File: src/hw/pcius_map.svh
// Fixed encodings, thresholds and timing counts of the user-side port
`ifndef PCIUS_MAP_SVH
`define PCIUS_MAP_SVH

`define PCIUS_ALMOST_LEFT 4
`define PCIUS_DISCARD_W 15
`define PCIUS_DISCARD_CYCLES 32767
`define PCIUS_HOLD_MIN_CYC 2
`define PCIUS_SKID_DEPTH 2
`define PCIUS_STAT_BITS 3
`define PCIUS_STAT_LAST_IDX 2'h2
`define PCIUS_CMD_IO_READ 4'h2
`define PCIUS_CMD_IO_WRITE 4'h3
`define PCIUS_CMD_MEM_READ 4'h6
`define PCIUS_CMD_MEM_READ_MULT 4'hc
`define PCIUS_CMD_MEM_READ_LINE 4'he

`endif

File: src/hw/pcius_pkg.sv
// Shared types of the user-side port
package pcius_pkg;

  typedef logic [3:0] pcius_cmd_t;
  typedef logic [2:0] pcius_bar_t;

  typedef enum logic [1:0] {
    PCIUS_TA_LO = 2'b01,
    PCIUS_TA_HI = 2'b10
  } pcius_ta_state_t;

endpackage : pcius_pkg

File: src/hw/pcius_fifo.sv
// Parameterised synchronous FIFO with valid/ready on both sides
`timescale 1ns/100ps
`default_nettype none

module pcius_fifo #(
  parameter int WIDTH = 36,
  parameter int DEPTH = 32
) (
  input wire logic clk_i, // Clock
  input wire logic rst_n_i, // Async reset, low
  input wire logic clr_i, // Synchronous flush
  input wire logic in_valid_i, // Write request
  output logic in_ready_o, // Space available
  input wire logic [WIDTH-1:0] in_data_i, // Write data
  output logic out_valid_o, // Data available
  input wire logic out_ready_i, // Read request
  output logic [WIDTH-1:0] out_data_o, // Head entry
  output logic [$clog2(DEPTH+1)-1:0] count_o // Entries held
);

  localparam int AW = (DEPTH > 1) ? $clog2(DEPTH) : 1;
  localparam int CW = $clog2(DEPTH + 1);

  logic [WIDTH-1:0] mem [DEPTH];
  logic [AW-1:0] wr_ptr;
  logic [AW-1:0] rd_ptr;
  logic [CW-1:0] count;

  wire push = in_valid_i & in_ready_o;
  wire pop = out_valid_o & out_ready_i;
  wire [AW-1:0] next_wr_ptr = (wr_ptr == AW'(DEPTH - 1)) ? '0 : wr_ptr + 1'b1;
  wire [AW-1:0] next_rd_ptr = (rd_ptr == AW'(DEPTH - 1)) ? '0 : rd_ptr + 1'b1;

  // A full FIFO refuses the push, so an over-eager writer loses the word
  assign in_ready_o = (count != CW'(DEPTH));
  assign out_valid_o = (count != '0);
  assign out_data_o = mem[rd_ptr];
  assign count_o = count;

  always_ff @(posedge clk_i or negedge rst_n_i) begin
    if (!rst_n_i) begin
      wr_ptr <= '0;
      rd_ptr <= '0;
      count <= '0;
    end else if (clr_i) begin
      wr_ptr <= '0;
      rd_ptr <= '0;
      count <= '0;
    end else begin
      if (push) wr_ptr <= next_wr_ptr;
      if (pop) rd_ptr <= next_rd_ptr;
      if (push && !pop) count <= count + 1'b1;
      else if (pop && !push) count <= count - 1'b1;
    end
  end

  always_ff @(posedge clk_i) begin
    if (push) mem[wr_ptr] <= in_data_i;
  end
endmodule : pcius_fifo

`default_nettype wire

File: src/hw/pcius_core.sv
// User-side port of the embedded PCI master/target core
`include "pcius_map.svh"
`timescale 1ns/100ps
`default_nettype none

module pcius_core #(
  parameter int DATA_W = 36,
  parameter int MW_DEPTH = 32,
  parameter int MR_DEPTH = 32,
  parameter int TW_DEPTH = 16,
  parameter int TA_DEPTH = 4,
  parameter int DISCARD_CYCLES = `PCIUS_DISCARD_CYCLES
) (
  input wire logic CLK_I, // 50 MHz clock
  input wire logic RST_N_I, // Async reset, low
  input wire logic PCI_RST_N_I, // PCI bus reset pin, low
  input wire logic MFIFO_CLR_N_I, // Master FIFO clear, low
  input wire logic TFIFO_CLR_N_I, // Target FIFO clear, low
  output logic M_READY_O, // Master side ready
  output logic T_READY_O, // Target side ready
  input wire logic [3:0] MCMD_I, // Master command code
  input wire logic MA_EN_N_I, // Address portion load, low
  input wire logic [31:0] MA_ADDR_I, // Address portion
  output logic MASTER_ADDR_REG_FULL_N_O, // Address register full, low
  input wire logic MA_PCI_TAKE_I, // Core consumed address
  output logic [3:0] MA_CMD_O, // Latched command
  output logic [63:0] MA_ADDR_O, // Latched address
  output logic MA_REUSE_O, // Previous address reused
  input wire logic MW_DATA_EN_N_I, // Master write enable, low
  input wire logic MW_LAST_CYC_N_I, // Master last cycle, low
  input wire logic [DATA_W-1:0] MW_DATA_I, // Master write data
  input wire logic MW_PCI_HOLD_N_I, // Burst hold, low
  output logic MASTER_WRITE_FULL_N_O, // Write FIFO full, low
  output logic MASTER_WRITE_ALMOST_FULL_N_O, // Four left, low
  output logic MASTER_WRITE_EMPTY_N_O, // Write FIFO empty, low
  input wire logic MW_PCI_POP_I, // Core drains one word
  output logic [DATA_W-1:0] MW_PCI_DATA_O, // Word to core
  output logic MW_PCI_LAST_O, // Word is last
  output logic MW_BURST_GO_O, // Burst may start
  input wire logic MR_PCI_PUSH_I, // Core fills one word
  input wire logic [DATA_W-1:0] MR_PCI_DATA_I, // Word from core
  input wire logic MR_PCI_LAST_I, // Word is last
  input wire logic MR_DATA_EN_N_I, // Master read enable, low
  output logic [DATA_W-1:0] MR_DATA_O, // Master read data
  output logic MR_LAST_CYC_N_O, // Final read data, low
  output logic MASTER_READ_EMPTY_N_O, // Read FIFO empty, low
  output logic MASTER_READ_ALMOST_EMPTY_N_O, // Four left, low
  output logic MASTER_READ_FULL_N_O, // Read FIFO full, low
  input wire logic STOP_BURST_N_I, // Stop burst read, low
  output logic MR_STOP_O, // Stop request to core
  input wire logic DT_START_I, // Delayed transaction started
  input wire logic DT_DONE_I, // Delayed transaction done
  output logic DISC_EXP_N_O, // Discard timer expired, low
  input wire logic FPGA_TABORT_I, // Abort request, high
  input wire logic TRETRY_N_I, // Retry request, low
  input wire logic DELTR_N_I, // Delayed request, low
  output logic PCI_TABORT_O, // Abort to core
  output logic PCI_RETRY_O, // Retry to core
  output logic PCI_DELAYED_O, // Delayed to core
  input wire logic TSHIFT_EN_N_I, // Status shift, low
  input wire logic [2:0] TSTAT_I, // Abort, serr, parity
  input wire logic [2:0] TSTAT_MASK_I, // Configuration mask
  output logic TSTAT_O, // Status output
  input wire logic TA_PCI_PUSH_I, // Core queues address
  input wire logic [63:0] TA_PCI_ADDR_I, // Queued address
  input wire logic [3:0] TA_PCI_CMD_I, // Queued command
  input wire logic [2:0] TA_PCI_BAR_I, // Matched BAR
  output logic TA_PCI_READY_O, // Address queue space
  output logic TARGET_REQ_N_O, // Target request, low
  input wire logic TA_EN_N_I, // Address readout, low
  output logic [31:0] TA_DATA_O, // Address portion
  output logic TA_LAST_CYC_N_O, // Final portion, low
  output logic [3:0] TCMD_O, // Target command
  output logic [2:0] BAR_O, // Matched BAR number
  input wire logic TW_PCI_PUSH_I, // Core fills one word
  input wire logic [DATA_W-1:0] TW_PCI_DATA_I, // Word from core
  output logic TW_PCI_READY_O, // Target write space
  input wire logic TW_DATA_EN_N_I, // Target write enable, low
  output logic [DATA_W-1:0] TW_DATA_O, // Target write data
  output logic TW_EMPTY_N_O // Target write empty, low
);

  localparam int MWCW = $clog2(MW_DEPTH + 1);
  localparam int MRCW = $clog2(MR_DEPTH + 1);
  localparam int TWCW = $clog2(TW_DEPTH + 1);
  localparam int SKCW = $clog2(`PCIUS_SKID_DEPTH + 1);
  localparam int TAW = 4 + 3 + 64;

  // Bus reset is a foreign pin
  logic rst_meta;
  logic rst_sync;
  always_ff @(posedge CLK_I or negedge RST_N_I) begin
    if (!RST_N_I) begin
      rst_meta <= 1'b0;
      rst_sync <= 1'b0;
    end else begin
      rst_meta <= PCI_RST_N_I;
      rst_sync <= rst_meta;
    end
  end

  wire m_clr = ~rst_sync | ~MFIFO_CLR_N_I;
  wire t_clr = ~rst_sync | ~TFIFO_CLR_N_I;
  assign M_READY_O = ~m_clr;
  assign T_READY_O = ~t_clr;

  // Master address register
  logic ma_full;
  logic ma_hi_sel;
  logic ma_reuse;
  pcius_pkg::pcius_cmd_t ma_cmd;
  logic [31:0] ma_lo;
  logic [31:0] ma_hi;
  wire ma_last = ~MW_LAST_CYC_N_I;
  wire ma_load = ~MA_EN_N_I & ~ma_full;
  wire ma_reuse_req = ma_last & MA_EN_N_I & MW_DATA_EN_N_I & ~ma_full &
                      ~ma_hi_sel;
  always_ff @(posedge CLK_I or negedge RST_N_I) begin
    if (!RST_N_I) begin
      ma_full <= 1'b0;
      ma_hi_sel <= 1'b0;
      ma_reuse <= 1'b0;
      ma_cmd <= 4'h0;
      ma_lo <= 32'h0;
      ma_hi <= 32'h0;
    end else if (m_clr) begin
      ma_full <= 1'b0;
      ma_hi_sel <= 1'b0;
    end else if (ma_load) begin
      ma_cmd <= MCMD_I;
      if (ma_hi_sel) ma_hi <= MA_ADDR_I;
      else begin
        ma_lo <= MA_ADDR_I;
        ma_hi <= 32'h0;
      end
      ma_hi_sel <= ~ma_last;
      ma_full <= ma_last;
      ma_reuse <= 1'b0;
    end else if (ma_reuse_req) begin
      ma_cmd <= MCMD_I;
      ma_full <= 1'b1;
      ma_reuse <= 1'b1;
    end else if (MA_PCI_TAKE_I) begin
      ma_full <= 1'b0;
    end
  end
  assign MASTER_ADDR_REG_FULL_N_O = ~ma_full;
  assign MA_CMD_O = ma_cmd;
  assign MA_ADDR_O = {ma_hi, ma_lo};
  assign MA_REUSE_O = ma_reuse;

  // Master write FIFO; last flag rides as the top bit
  logic mw_in_ready;
  logic mw_out_valid;
  logic [DATA_W:0] mw_head;
  logic [MWCW-1:0] mw_count;
  pcius_fifo #(.WIDTH(DATA_W + 1), .DEPTH(MW_DEPTH)) u_mw_fifo (
    .clk_i(CLK_I),
    .rst_n_i(RST_N_I),
    .clr_i(m_clr),
    .in_valid_i(~MW_DATA_EN_N_I),
    .in_ready_o(mw_in_ready),
    .in_data_i({~MW_LAST_CYC_N_I, MW_DATA_I}),
    .out_valid_o(mw_out_valid),
    .out_ready_i(MW_PCI_POP_I),
    .out_data_o(mw_head),
    .count_o(mw_count)
  );
  wire [MWCW-1:0] mw_free = MWCW'(MW_DEPTH) - mw_count;
  assign MASTER_WRITE_FULL_N_O = mw_in_ready;
  assign MASTER_WRITE_ALMOST_FULL_N_O =
    (mw_free > MWCW'(`PCIUS_ALMOST_LEFT));
  assign MASTER_WRITE_EMPTY_N_O = mw_out_valid;
  assign MW_PCI_DATA_O = mw_head[DATA_W-1:0];
  assign MW_PCI_LAST_O = mw_head[DATA_W];
  // Hold only waits for fill; a full FIFO starts the burst anyway
  assign MW_BURST_GO_O = mw_out_valid & (MW_PCI_HOLD_N_I | ~mw_in_ready);

  // Master read FIFO, then a two-entry skid buffer to the user
  logic mr_out_valid;
  logic sk_in_ready;
  logic sk_out_valid;
  logic [DATA_W:0] mr_head;
  logic [DATA_W:0] sk_head;
  logic [MRCW-1:0] mr_count;
  logic [SKCW-1:0] sk_count;
  pcius_fifo #(.WIDTH(DATA_W + 1), .DEPTH(MR_DEPTH)) u_mr_fifo (
    .clk_i(CLK_I),
    .rst_n_i(RST_N_I),
    .clr_i(m_clr),
    .in_valid_i(MR_PCI_PUSH_I),
    .in_ready_o(MASTER_READ_FULL_N_O),
    .in_data_i({MR_PCI_LAST_I, MR_PCI_DATA_I}),
    .out_valid_o(mr_out_valid),
    .out_ready_i(sk_in_ready),
    .out_data_o(mr_head),
    .count_o(mr_count)
  );
  pcius_fifo #(.WIDTH(DATA_W + 1), .DEPTH(`PCIUS_SKID_DEPTH)) u_mr_skid (
    .clk_i(CLK_I),
    .rst_n_i(RST_N_I),
    .clr_i(m_clr),
    .in_valid_i(mr_out_valid),
    .in_ready_o(sk_in_ready),
    .in_data_i(mr_head),
    .out_valid_o(sk_out_valid),
    .out_ready_i(~MR_DATA_EN_N_I),
    .out_data_o(sk_head),
    .count_o(sk_count)
  );
  wire [MRCW:0] mr_total = (MRCW + 1)'(mr_count) + (MRCW + 1)'(sk_count);
  assign MR_DATA_O = sk_head[DATA_W-1:0];
  assign MR_LAST_CYC_N_O = ~(sk_out_valid & sk_head[DATA_W]);
  assign MASTER_READ_EMPTY_N_O = sk_out_valid;
  assign MASTER_READ_ALMOST_EMPTY_N_O =
    (mr_total > (MRCW + 1)'(`PCIUS_ALMOST_LEFT));

  // Discard timer; retried transaction after expiry counts as new
  logic [`PCIUS_DISCARD_W-1:0] disc_cnt;
  logic disc_run;
  logic disc_exp;
  wire disc_end = (disc_cnt == `PCIUS_DISCARD_W'(DISCARD_CYCLES - 1));
  always_ff @(posedge CLK_I or negedge RST_N_I) begin
    if (!RST_N_I) begin
      disc_cnt <= '0;
      disc_run <= 1'b0;
      disc_exp <= 1'b0;
    end else if (DT_START_I) begin
      disc_cnt <= '0;
      disc_run <= 1'b1;
      disc_exp <= 1'b0;
    end else if (DT_DONE_I) begin
      disc_run <= 1'b0;
      // Expiry wins a tie with completion
      disc_exp <= disc_run & disc_end;
    end else if (disc_run) begin
      disc_cnt <= disc_cnt + 1'b1;
      if (disc_end) begin
        disc_run <= 1'b0;
        disc_exp <= 1'b1;
      end
    end
  end
  assign DISC_EXP_N_O = ~disc_exp;

  // Target address queue: {command, BAR, address}
  logic ta_valid;
  logic [TAW-1:0] ta_head;
  pcius_pkg::pcius_ta_state_t ta_state;
  pcius_pkg::pcius_ta_state_t next_ta_state;
  wire ta_needs_hi = |ta_head[63:32];
  wire ta_rd = ~TA_EN_N_I & ta_valid;
  wire ta_last = (ta_state == pcius_pkg::PCIUS_TA_HI) | ~ta_needs_hi;
  wire ta_pop = ta_rd & ta_last;
  pcius_fifo #(.WIDTH(TAW), .DEPTH(TA_DEPTH)) u_ta_fifo (
    .clk_i(CLK_I),
    .rst_n_i(RST_N_I),
    .clr_i(t_clr),
    .in_valid_i(TA_PCI_PUSH_I),
    .in_ready_o(TA_PCI_READY_O),
    .in_data_i({TA_PCI_CMD_I, TA_PCI_BAR_I, TA_PCI_ADDR_I}),
    .out_valid_o(ta_valid),
    .out_ready_i(ta_pop),
    .out_data_o(ta_head),
    .count_o()
  );
  always_comb begin
    next_ta_state = ta_state;
    unique case (ta_state)
      pcius_pkg::PCIUS_TA_LO: begin
        if (ta_rd && !ta_last) next_ta_state = pcius_pkg::PCIUS_TA_HI;
      end
      pcius_pkg::PCIUS_TA_HI: begin
        if (ta_rd) next_ta_state = pcius_pkg::PCIUS_TA_LO;
      end
      default: next_ta_state = pcius_pkg::PCIUS_TA_LO;
    endcase
  end
  always_ff @(posedge CLK_I or negedge RST_N_I) begin
    if (!RST_N_I) ta_state <= pcius_pkg::PCIUS_TA_LO;
    else if (t_clr) ta_state <= pcius_pkg::PCIUS_TA_LO;
    else ta_state <= next_ta_state;
  end
  assign TARGET_REQ_N_O = ~ta_valid;
  assign TA_DATA_O = (ta_state == pcius_pkg::PCIUS_TA_HI) ?
                     ta_head[63:32] : ta_head[31:0];
  assign TA_LAST_CYC_N_O = ~(ta_valid & ta_last);
  // Valid only while the request is low
  assign TCMD_O = ta_head[TAW-1 -: 4];
  assign BAR_O = ta_head[66:64];

  // Target write FIFO
  logic [TWCW-1:0] tw_count;
  pcius_fifo #(.WIDTH(DATA_W), .DEPTH(TW_DEPTH)) u_tw_fifo (
    .clk_i(CLK_I),
    .rst_n_i(RST_N_I),
    .clr_i(t_clr),
    .in_valid_i(TW_PCI_PUSH_I),
    .in_ready_o(TW_PCI_READY_O),
    .in_data_i(TW_PCI_DATA_I),
    .out_valid_o(TW_EMPTY_N_O),
    .out_ready_i(~TW_DATA_EN_N_I),
    .out_data_o(TW_DATA_O),
    .count_o(tw_count)
  );

  // Memory writes are posted, so only I/O writes, I/O reads and memory reads may be delayed
  pcius_pkg::pcius_cmd_t t_cmd;
  assign t_cmd = ta_head[TAW-1 -: 4];
  wire dt_cmd_ok = (t_cmd == `PCIUS_CMD_IO_WRITE) |
                   (t_cmd == `PCIUS_CMD_IO_READ) |
                   (t_cmd == `PCIUS_CMD_MEM_READ) |
                   (t_cmd == `PCIUS_CMD_MEM_READ_MULT) |
                   (t_cmd == `PCIUS_CMD_MEM_READ_LINE);

  // Status output: masked OR, or one unmasked bit per clock
  logic [1:0] stat_idx;
  logic stat_out;
  always_ff @(posedge CLK_I or negedge RST_N_I) begin
    if (!RST_N_I) begin
      MR_STOP_O <= 1'b0;
      PCI_TABORT_O <= 1'b0;
      PCI_RETRY_O <= 1'b0;
      PCI_DELAYED_O <= 1'b0;
      stat_idx <= 2'h0;
      stat_out <= 1'b0;
    end else begin
      MR_STOP_O <= ~STOP_BURST_N_I;
      PCI_TABORT_O <= FPGA_TABORT_I;
      PCI_RETRY_O <= ~TRETRY_N_I;
      PCI_DELAYED_O <= ~DELTR_N_I & ta_valid & dt_cmd_ok;
      if (TSHIFT_EN_N_I) begin
        stat_idx <= 2'h0;
        stat_out <= |(TSTAT_I & TSTAT_MASK_I);
      end else begin
        stat_out <= TSTAT_I[stat_idx];
        stat_idx <= (stat_idx == `PCIUS_STAT_LAST_IDX) ? 2'h0 :
                    stat_idx + 1'b1;
      end
    end
  end
  assign TSTAT_O = stat_out;
endmodule : pcius_core

`default_nettype wire

File: config.mk
export PLATFORM = sky130hd
export DESIGN_NAME = pcius_core
export DESIGN_NICKNAME = d
export VERILOG_FILES = /design/src/hw/pcius_pkg.sv /design/src/hw/pcius_fifo.sv /design/src/hw/pcius_core.sv
export VERILOG_INCLUDE_DIRS = /design/src /design/src/hw
export SDC_FILE = /design/constraint.sdc
export NUM_CORES = 2
export LEC_CHECK = 0
export BUFFER_PORTS_ARGS = -buffer_cell sky130_fd_sc_hd__buf_2
export CORE_ASPECT_RATIO = 1.5
export CORE_MARGIN = 1.5
export CORE_UTILIZATION = 40
export CTS_BUF_LIST = sky130_fd_sc_hd__clkbuf_8
export DETAILED_ROUTE_END_ITERATION = 16
export HOLD_SLACK_MARGIN = 0.1
export SYNTH_ARGS = -nofsm -noshare
export SYNTH_HDL_FRONTEND = slang
export SYNTH_SLANG_ARGS = --single-unit
export TNS_END_PERCENT = 50
File: constraint.sdc
create_clock -name CLK_I -period 5.2 [get_ports CLK_I]
set_input_delay 0.78 -clock CLK_I [delete_from_list [all_inputs] [get_ports CLK_I]]
set_output_delay 0.78 -clock CLK_I [all_outputs]
set_load 0.02 [all_outputs]
## Yosys cells after proc, flatten, opt, wreduce, memory -nomap -nowiden

Memories as Yosys holds them, arrays and structs flattened.
Index checks and enable logic that the tools add are counted.

- $add $sub $neg: 24
- Multiply operators: 0
- Divide/modulo/power cells: 0
- $lt $le $gt $ge: 3
- Eq/ne operators: 25
- Shifts and indexed selects: 0
- Muxes and demuxes: 87
- Bitwise operators: 53
- Reduce and logical (&&, ||, !) cells: 54

Operators with widths:

| operator | number |
|---|---|
| $mux 5 | 15 |
| $mux 32 | 2 |
| $mux 15 | 3 |
| $mux 6 | 6 |
| $mux 1 | 34 |
| $mux 4 | 8 |
| $reduce_or 32->1 | 1 |
| $mux 2 | 14 |
| $reduce_bool 2->1 | 13 |
| $add 5x1->5 const B | 5 |
| $reduce_bool 3->1 | 8 |
| $and 1x1->1 | 22 |
| $not 1->1 | 22 |
| $eq 5x5->1 const B | 4 |
| $eq 4x4->1 const B | 4 |
| $add 15x1->15 const B | 1 |
| $eq 15x15->1 const B | 1 |
| $add 6x1->6 const B | 2 |
| $ne 6x6->1 const B | 2 |
| $reduce_bool 6->1 | 2 |
| $sub 6x1->6 const B | 2 |
| $logic_and 1x1->1 | 11 |
| $logic_not 1->1 | 10 |
| $reduce_and 2->1 | 5 |
| 28 further kinds | 49 |

- Register bits after elaboration: 155
- Bits in latches: 0
- Memory bits (writable): 3302
- Bits in read-only memories: 0
- Output and inout port bits: 239
- Memories: 5

Memories:

| name | words | width | rd ports | clocked after memory_dff | wr ports | line | source |
|---|---|---|---|---|---|---|---|
| u_mr_fifo.mem | 32 | 37 | 1 | 0 | 1 | pcius_fifo.sv:24 | `logic [WIDTH-1:0] mem [DEPTH];` |
| u_mw_fifo.mem | 32 | 37 | 1 | 0 | 1 | pcius_fifo.sv:24 |  |
| u_tw_fifo.mem | 16 | 36 | 1 | 0 | 1 | pcius_fifo.sv:24 |  |
| u_ta_fifo.mem | 4 | 71 | 1 | 0 | 1 | pcius_fifo.sv:24 |  |
| u_mr_skid.mem | 2 | 37 | 1 | 0 | 1 | pcius_fifo.sv:24 |  |

## Longest topological paths before layout

An unclocked memory read counts as a cell.

- Word-level depth: 10
- Depth in mapped cells: 13
- Depth with buffers taken out: 12

## By module

Synthesis repeated with hierarchy kept, for this count alone.

- Cell total of the unflattened synthesis: 5666
- Area total of the unflattened synthesis: 133162.7 sq um

By module, submodules not included:

| module | times used | cells each | area an instance (sq um) | seq. area each (sq um) |
|---|---|---|---|---|
| pcius_fifo at u_mw_fifo | 1 | 1838 | 45971.6 | 35954.5 |
| pcius_fifo at u_mr_fifo | 1 | 1839 | 45967.8 | 35954.5 |
| pcius_fifo at u_tw_fifo | 1 | 923 | 22724.3 | 17621.9 |
| pcius_fifo at u_ta_fifo | 1 | 432 | 10812.9 | 8703.3 |
| pcius_core | 1 | 495 | 4703.3 | 2478.6 |
| pcius_fifo at u_mr_skid | 1 | 139 | 2982.9 | 2322.2 |

## Worst setup path before layout

Ideal clock, no wire load.

- Path kind: input port to flip-flop
- Start point: in TW_PCI_PUSH_I
- End point: mem u_tw_fifo.mem[6][0], in the netlist u_tw_fifo.mem[3][0], enable pin
- Library setup time: 0.474 ns
- Data arrival time: 3.874 ns
- Required time: 4.726 ns
- Slack: 0.853 ns
- Cell stages on the path: 4
- Path buffers: 1
- Path through: and2_1 -> clkbuf_1 -> nand2_1 -> nor3_1

- Word-level cells in the longest chain between the ends: 3

RTL lines:

| element | line | source |
|---|---|---|
| start: declaration | pcius_core.sv:75 | `input wire logic TW_PCI_PUSH_I,` |
| $and 1x1->1 | pcius_fifo.sv:29 | `wire push = in_valid_i & in_ready_o;` |
| $mux 1 | pcius_fifo.sv:58 | `if (push) mem[wr_ptr] <= in_data_i;` |
| $mux 1 (not written as such) | pcius_fifo.sv:58 |  |
| end: declaration | pcius_fifo.sv:24 |  |

No other way between the ends.

## Worst setup path after layout

- Start point: reg u_mw_fifo.rd_ptr[1]
- End point: out MW_PCI_DATA_O[25]

- Word-level cells in the longest chain between the ends: 1

RTL lines:

| element | line | source |
|---|---|---|
| start: declaration | pcius_fifo.sv:26 | `logic [AW-1:0] rd_ptr;` |
| start signal: assignment | pcius_fifo.sv:51 | `if (pop) rd_ptr <= next_rd_ptr;` |
| $mem_v2 32x37 | - |  |
| end: declaration | pcius_core.sv:37 | `output logic [DATA_W-1:0] MW_PCI_DATA_O,` |

No other way between the ends.

==> out/qor.json <==
{
  "finalSetupTns_ns": 0,
  "initial_antenna_violation_count": 43,
  "synthesis.area_per_instance_um2": 21.3,
  "synth_fp_nets": 6524,
  "via_count_normalized_by_instance_count": 5.41,
  "chipWidth_um": 474,
  "clock.fmax_mhz": 202,
  "critPathKind": "reg2out",
  "area_growth_pct": 15.9,
  "run_status": "complete, no violations",
  "floorplan.rows": 259,
  "final_util": 0.465,
  "regArea_um2": 103000,
  "drt_iter0_markers": 5589,
  "numPortBuffers": 484,
  "setup-violations-final": 0,
  "seq_area_frac_synth": 0.775,
  "leakagePower_nw": 48.9,
  "max_transition_margin": 0.216,
  "critPathCaptureType": "primary output",
  "post_synth_inst_count": 6234,
  "multi_input_area_um2": 29200,
  "overall_power_consumption_w": 0.0600,
  "totalWireLength_um": 335000,
  "tritoncts_num_sinks": 3457,
  "regToRegStartpoint": "u_tw_fifo.count_o[0]",
  "crit_arrival_ns": 4.16,
  "cts_tree": "yes",
  "placed_cell_areas_um2": 143000,
  "async_flop_share": 0.0448,
  "tritoncts.num_buffers": 531,
  "synth_edf_count": 3302,
  "yosys.cell_count.top_type": "edfxtp_1",
  "sequence_of_cells_on_the_critical_path": "buf_4 -> mux4_2 -> mux4_2 -> mux2_2 -> buf_2",
  "met1_length_um": 125000,
  "grtUsageTotal": 0.197,
  "detail_route.first_pass.iterations": 7,
  "post-route-min-period_ns": 4.94,
  "synth_largest_type_area_fraction": 0.746,
  "drt.antenna.violating_nets": 0,
  "ys_seq_elements": 3457,
  "final_net_count": 7594,
  "timing.clock.skew_ns": 0.0737,
  "vias": 65700,
  "maxSlewViolCount": 0,
  "critical-path-max-stage-delay_ns": 1.08,
  "worst_hold_path_class": "in2reg",
  "cts.root.buffer_cell": "clkbuf_8",
  "synthDominantAreaCellType": "edfxtp_1",
  "grt_overflow_total": 0,
  "chipHeight_um": 709,
  "worstSetupStartpointType": "flip-flop",
  "startpoint_of_the_lowest_slack_hold_path": "MR_PCI_DATA_I[4]",
  "critical-path-slowest-cell": "dfrtp_4",
  "maxCapViolations": 0,
  "first_global_vias": 70200,
  "grt_max_degree": 110,
  "worst_slew_pin_slew_ns": 1.17,
  "hold_path_cells": 1,
  "post_synth_instance_area_um2": 133000,
  "yosysWarningCount": 0,
  "dr_wl_met2_um": 179000,
  "topRoutingLayerUsed": "met5",
  "clock_tree.buffer_depth": 4,
  "grt_first_pass_wirelength_um": 481000,
  "period_utilisation_layout": 0.950,
  "vdd_drop_max_uv": 346,
  "finalWeightedCongestion": 0.771,
  "io_pins": 485,
  "path_clk_slew_ns": 0.06,
  "cts_max_level": 6,
  "worst_r2r_path_depth": 13,
  "hpwlAfterDp_um": 193000,
  "synth_top_cells_by_count": "edfxtp_1 (3302), mux4_2 (757), nand2_1 (378)",
  "crit_path_max_fanout": 62,
  "wire_per_inst_um": 27.6,
  "die_area_um2": 336000,
  "nFillCells": 27800,
  "drc": 0,
  "crit_required_ns": 4.42,
  "postLayoutCellArea_um2": 154000,
  "critical_path.reg2reg.endpoint": "u_tw_fifo.count_o[4]",
  "ys_types": 60,
  "power.density_nw_per_um2": 389,
  "synth_flop_cell": "edfxtp_1",
  "unrepaired_setup_endpoints_after_global_routing": "no",
  "layout_cell_share_with_drive_strength_beyond_1": 0.318,
  "setup_slack_of_the_worst_register_to_register_path_ns": 0.83,
  "floorplan.initialDensity": 0.401,
  "timing_hold_violations_final": 0,
  "core_area_um2": 331000,
  "netlist_top_cells_area": "edfxtp_1 (75%), mux4_2 (13%), dfrtp_1 (2.9%), mux2i_1 (1.8%), mux2_2 (1.6%)",
  "most_common_cell_on_crit_path": "mux4_2",
  "min_to": "u_mr_fifo.mem[8][4]",
  "clkLatencyLatePin_ns": 1.05,
  "wl_met3_um": 19700
}
cells by family after synthesis:
logic type | after synthesis | share of synthesized area
XOR/XNOR | 31 | 0.00215
AO/OA/AOI/OAI | 469 | 0.0217
buffers and inverters | 363 | 0.0108
AND/OR/NAND/NOR | 677 | 0.0218
adder cells (fa/ha/maj) | 44 | 0.00442
flip-flops | 3457 | 0.775
multiplexers | 1193 | 0.164
layout make-up:
cell class                      count  area share
Clock buffer                      555      0.0496
Tap cell                         4437      0.0360
Inverter                           34    0.000828
Timing Repair Buffer              866      0.0409
Antenna cell                       19    0.000309
Sequential cell                  3457       0.669
Clock inverter                    368      0.0141
Multi-Input combinational cell   2414       0.189
registers in the layout (all words and copies together), names as in the netlist, 5 cells and up:
register	flops
u_mr_fifo.count_o	6
ma_hi	32
u_tw_fifo.count_o	5
u_tw_fifo.mem	576
u_ta_fifo.mem	284
u_mr_skid.mem	74
u_mw_fifo.rd_ptr	5
u_mw_fifo.wr_ptr	5
u_mr_fifo.wr_ptr	5
u_mr_fifo.rd_ptr	5
disc_cnt	15
u_mr_fifo.mem	1184
ma_lo	32
u_mw_fifo.count_o	6
u_mw_fifo.mem	1184
metal layers:
| layer | up-vias | global-route usage |
|---|---|---|
| met5 | - | 0 |
| met4 | 20 | 0.0702 |
| met3 | 648 | 0.0389 |
| met2 | 2095 | 0.356 |
| met1 | 35000 | 0.231 |
| li1 | 28000 | - |
report_power, final:
group / total (W) / switching, W / internal [W]
combinational: 0.00705 / 0.00403 / 0.00302
sequential: 0.0316 / 0.000300 / 0.0313
clock: 0.0214 / 0.0106 / 0.0108
total: 0.0600 / 0.0150 / 0.0451
per-stage QoR:
stage	hold WS [ns]	worst slack, ns	std cells
final	0.205	0.260	12200
after detailed placement	0.338	1.17	11000
after floorplan	0.331	0.853	6234
after CTS	0.101	0.114	12100
after global routing	0.157	0.0740	12100
after global placement	0.333	1.09	11000
cells in the final DEF, fill, tap and decap left out, types with 136 or more instances in the layout:
master and n:
mux4_2 757, a21oi_1 157, inv_1 175, buf_4 171
mux2i_1 240, dfrtp_1 136, edfxtp_1 3302, mux2_2 184
buf_2 483, clkbuf_8 556, nand2_1 375, dlygate4sd3_1 164
timing repair:
item / in CTS / in global routing
setup endpoints to repair: 0 / 0
resized for setup: 0 / 0
hold endpoints to repair: 1014 / 0
hold buffers: 164 / 0
setup buffers: 0 / 0
critical path: cells and delay by family (launching register included):
kind | cells | cell delay (ns)
muxes | 3 | 1.19
buffers and inverters | 2 | 0.77
DFF | 1 | 1.08
worst max path at each step:
stage / from / to / slack [ns] / cells after the start
global placement: u_ta_fifo.rd_ptr[0] / u_ta_fifo.count_o[1] / 1.09 / 10
detailed placement: u_ta_fifo.rd_ptr[0] / u_ta_fifo.count_o[1] / 1.17 / 10
finish: u_mw_fifo.rd_ptr[1] / MW_PCI_DATA_O[25] / 0.26 / 5
CTS: u_ta_fifo.rd_ptr[0] / TA_LAST_CYC_N_O / 0.11 / 7
global route: u_mw_fifo.rd_ptr[1] / MW_PCI_DATA_O[29] / 0.07 / 5
floorplan: TW_PCI_PUSH_I / u_tw_fifo.mem[3][0] / 0.85 / 4
Note: power is estimated with default switching activity, not from simulation.
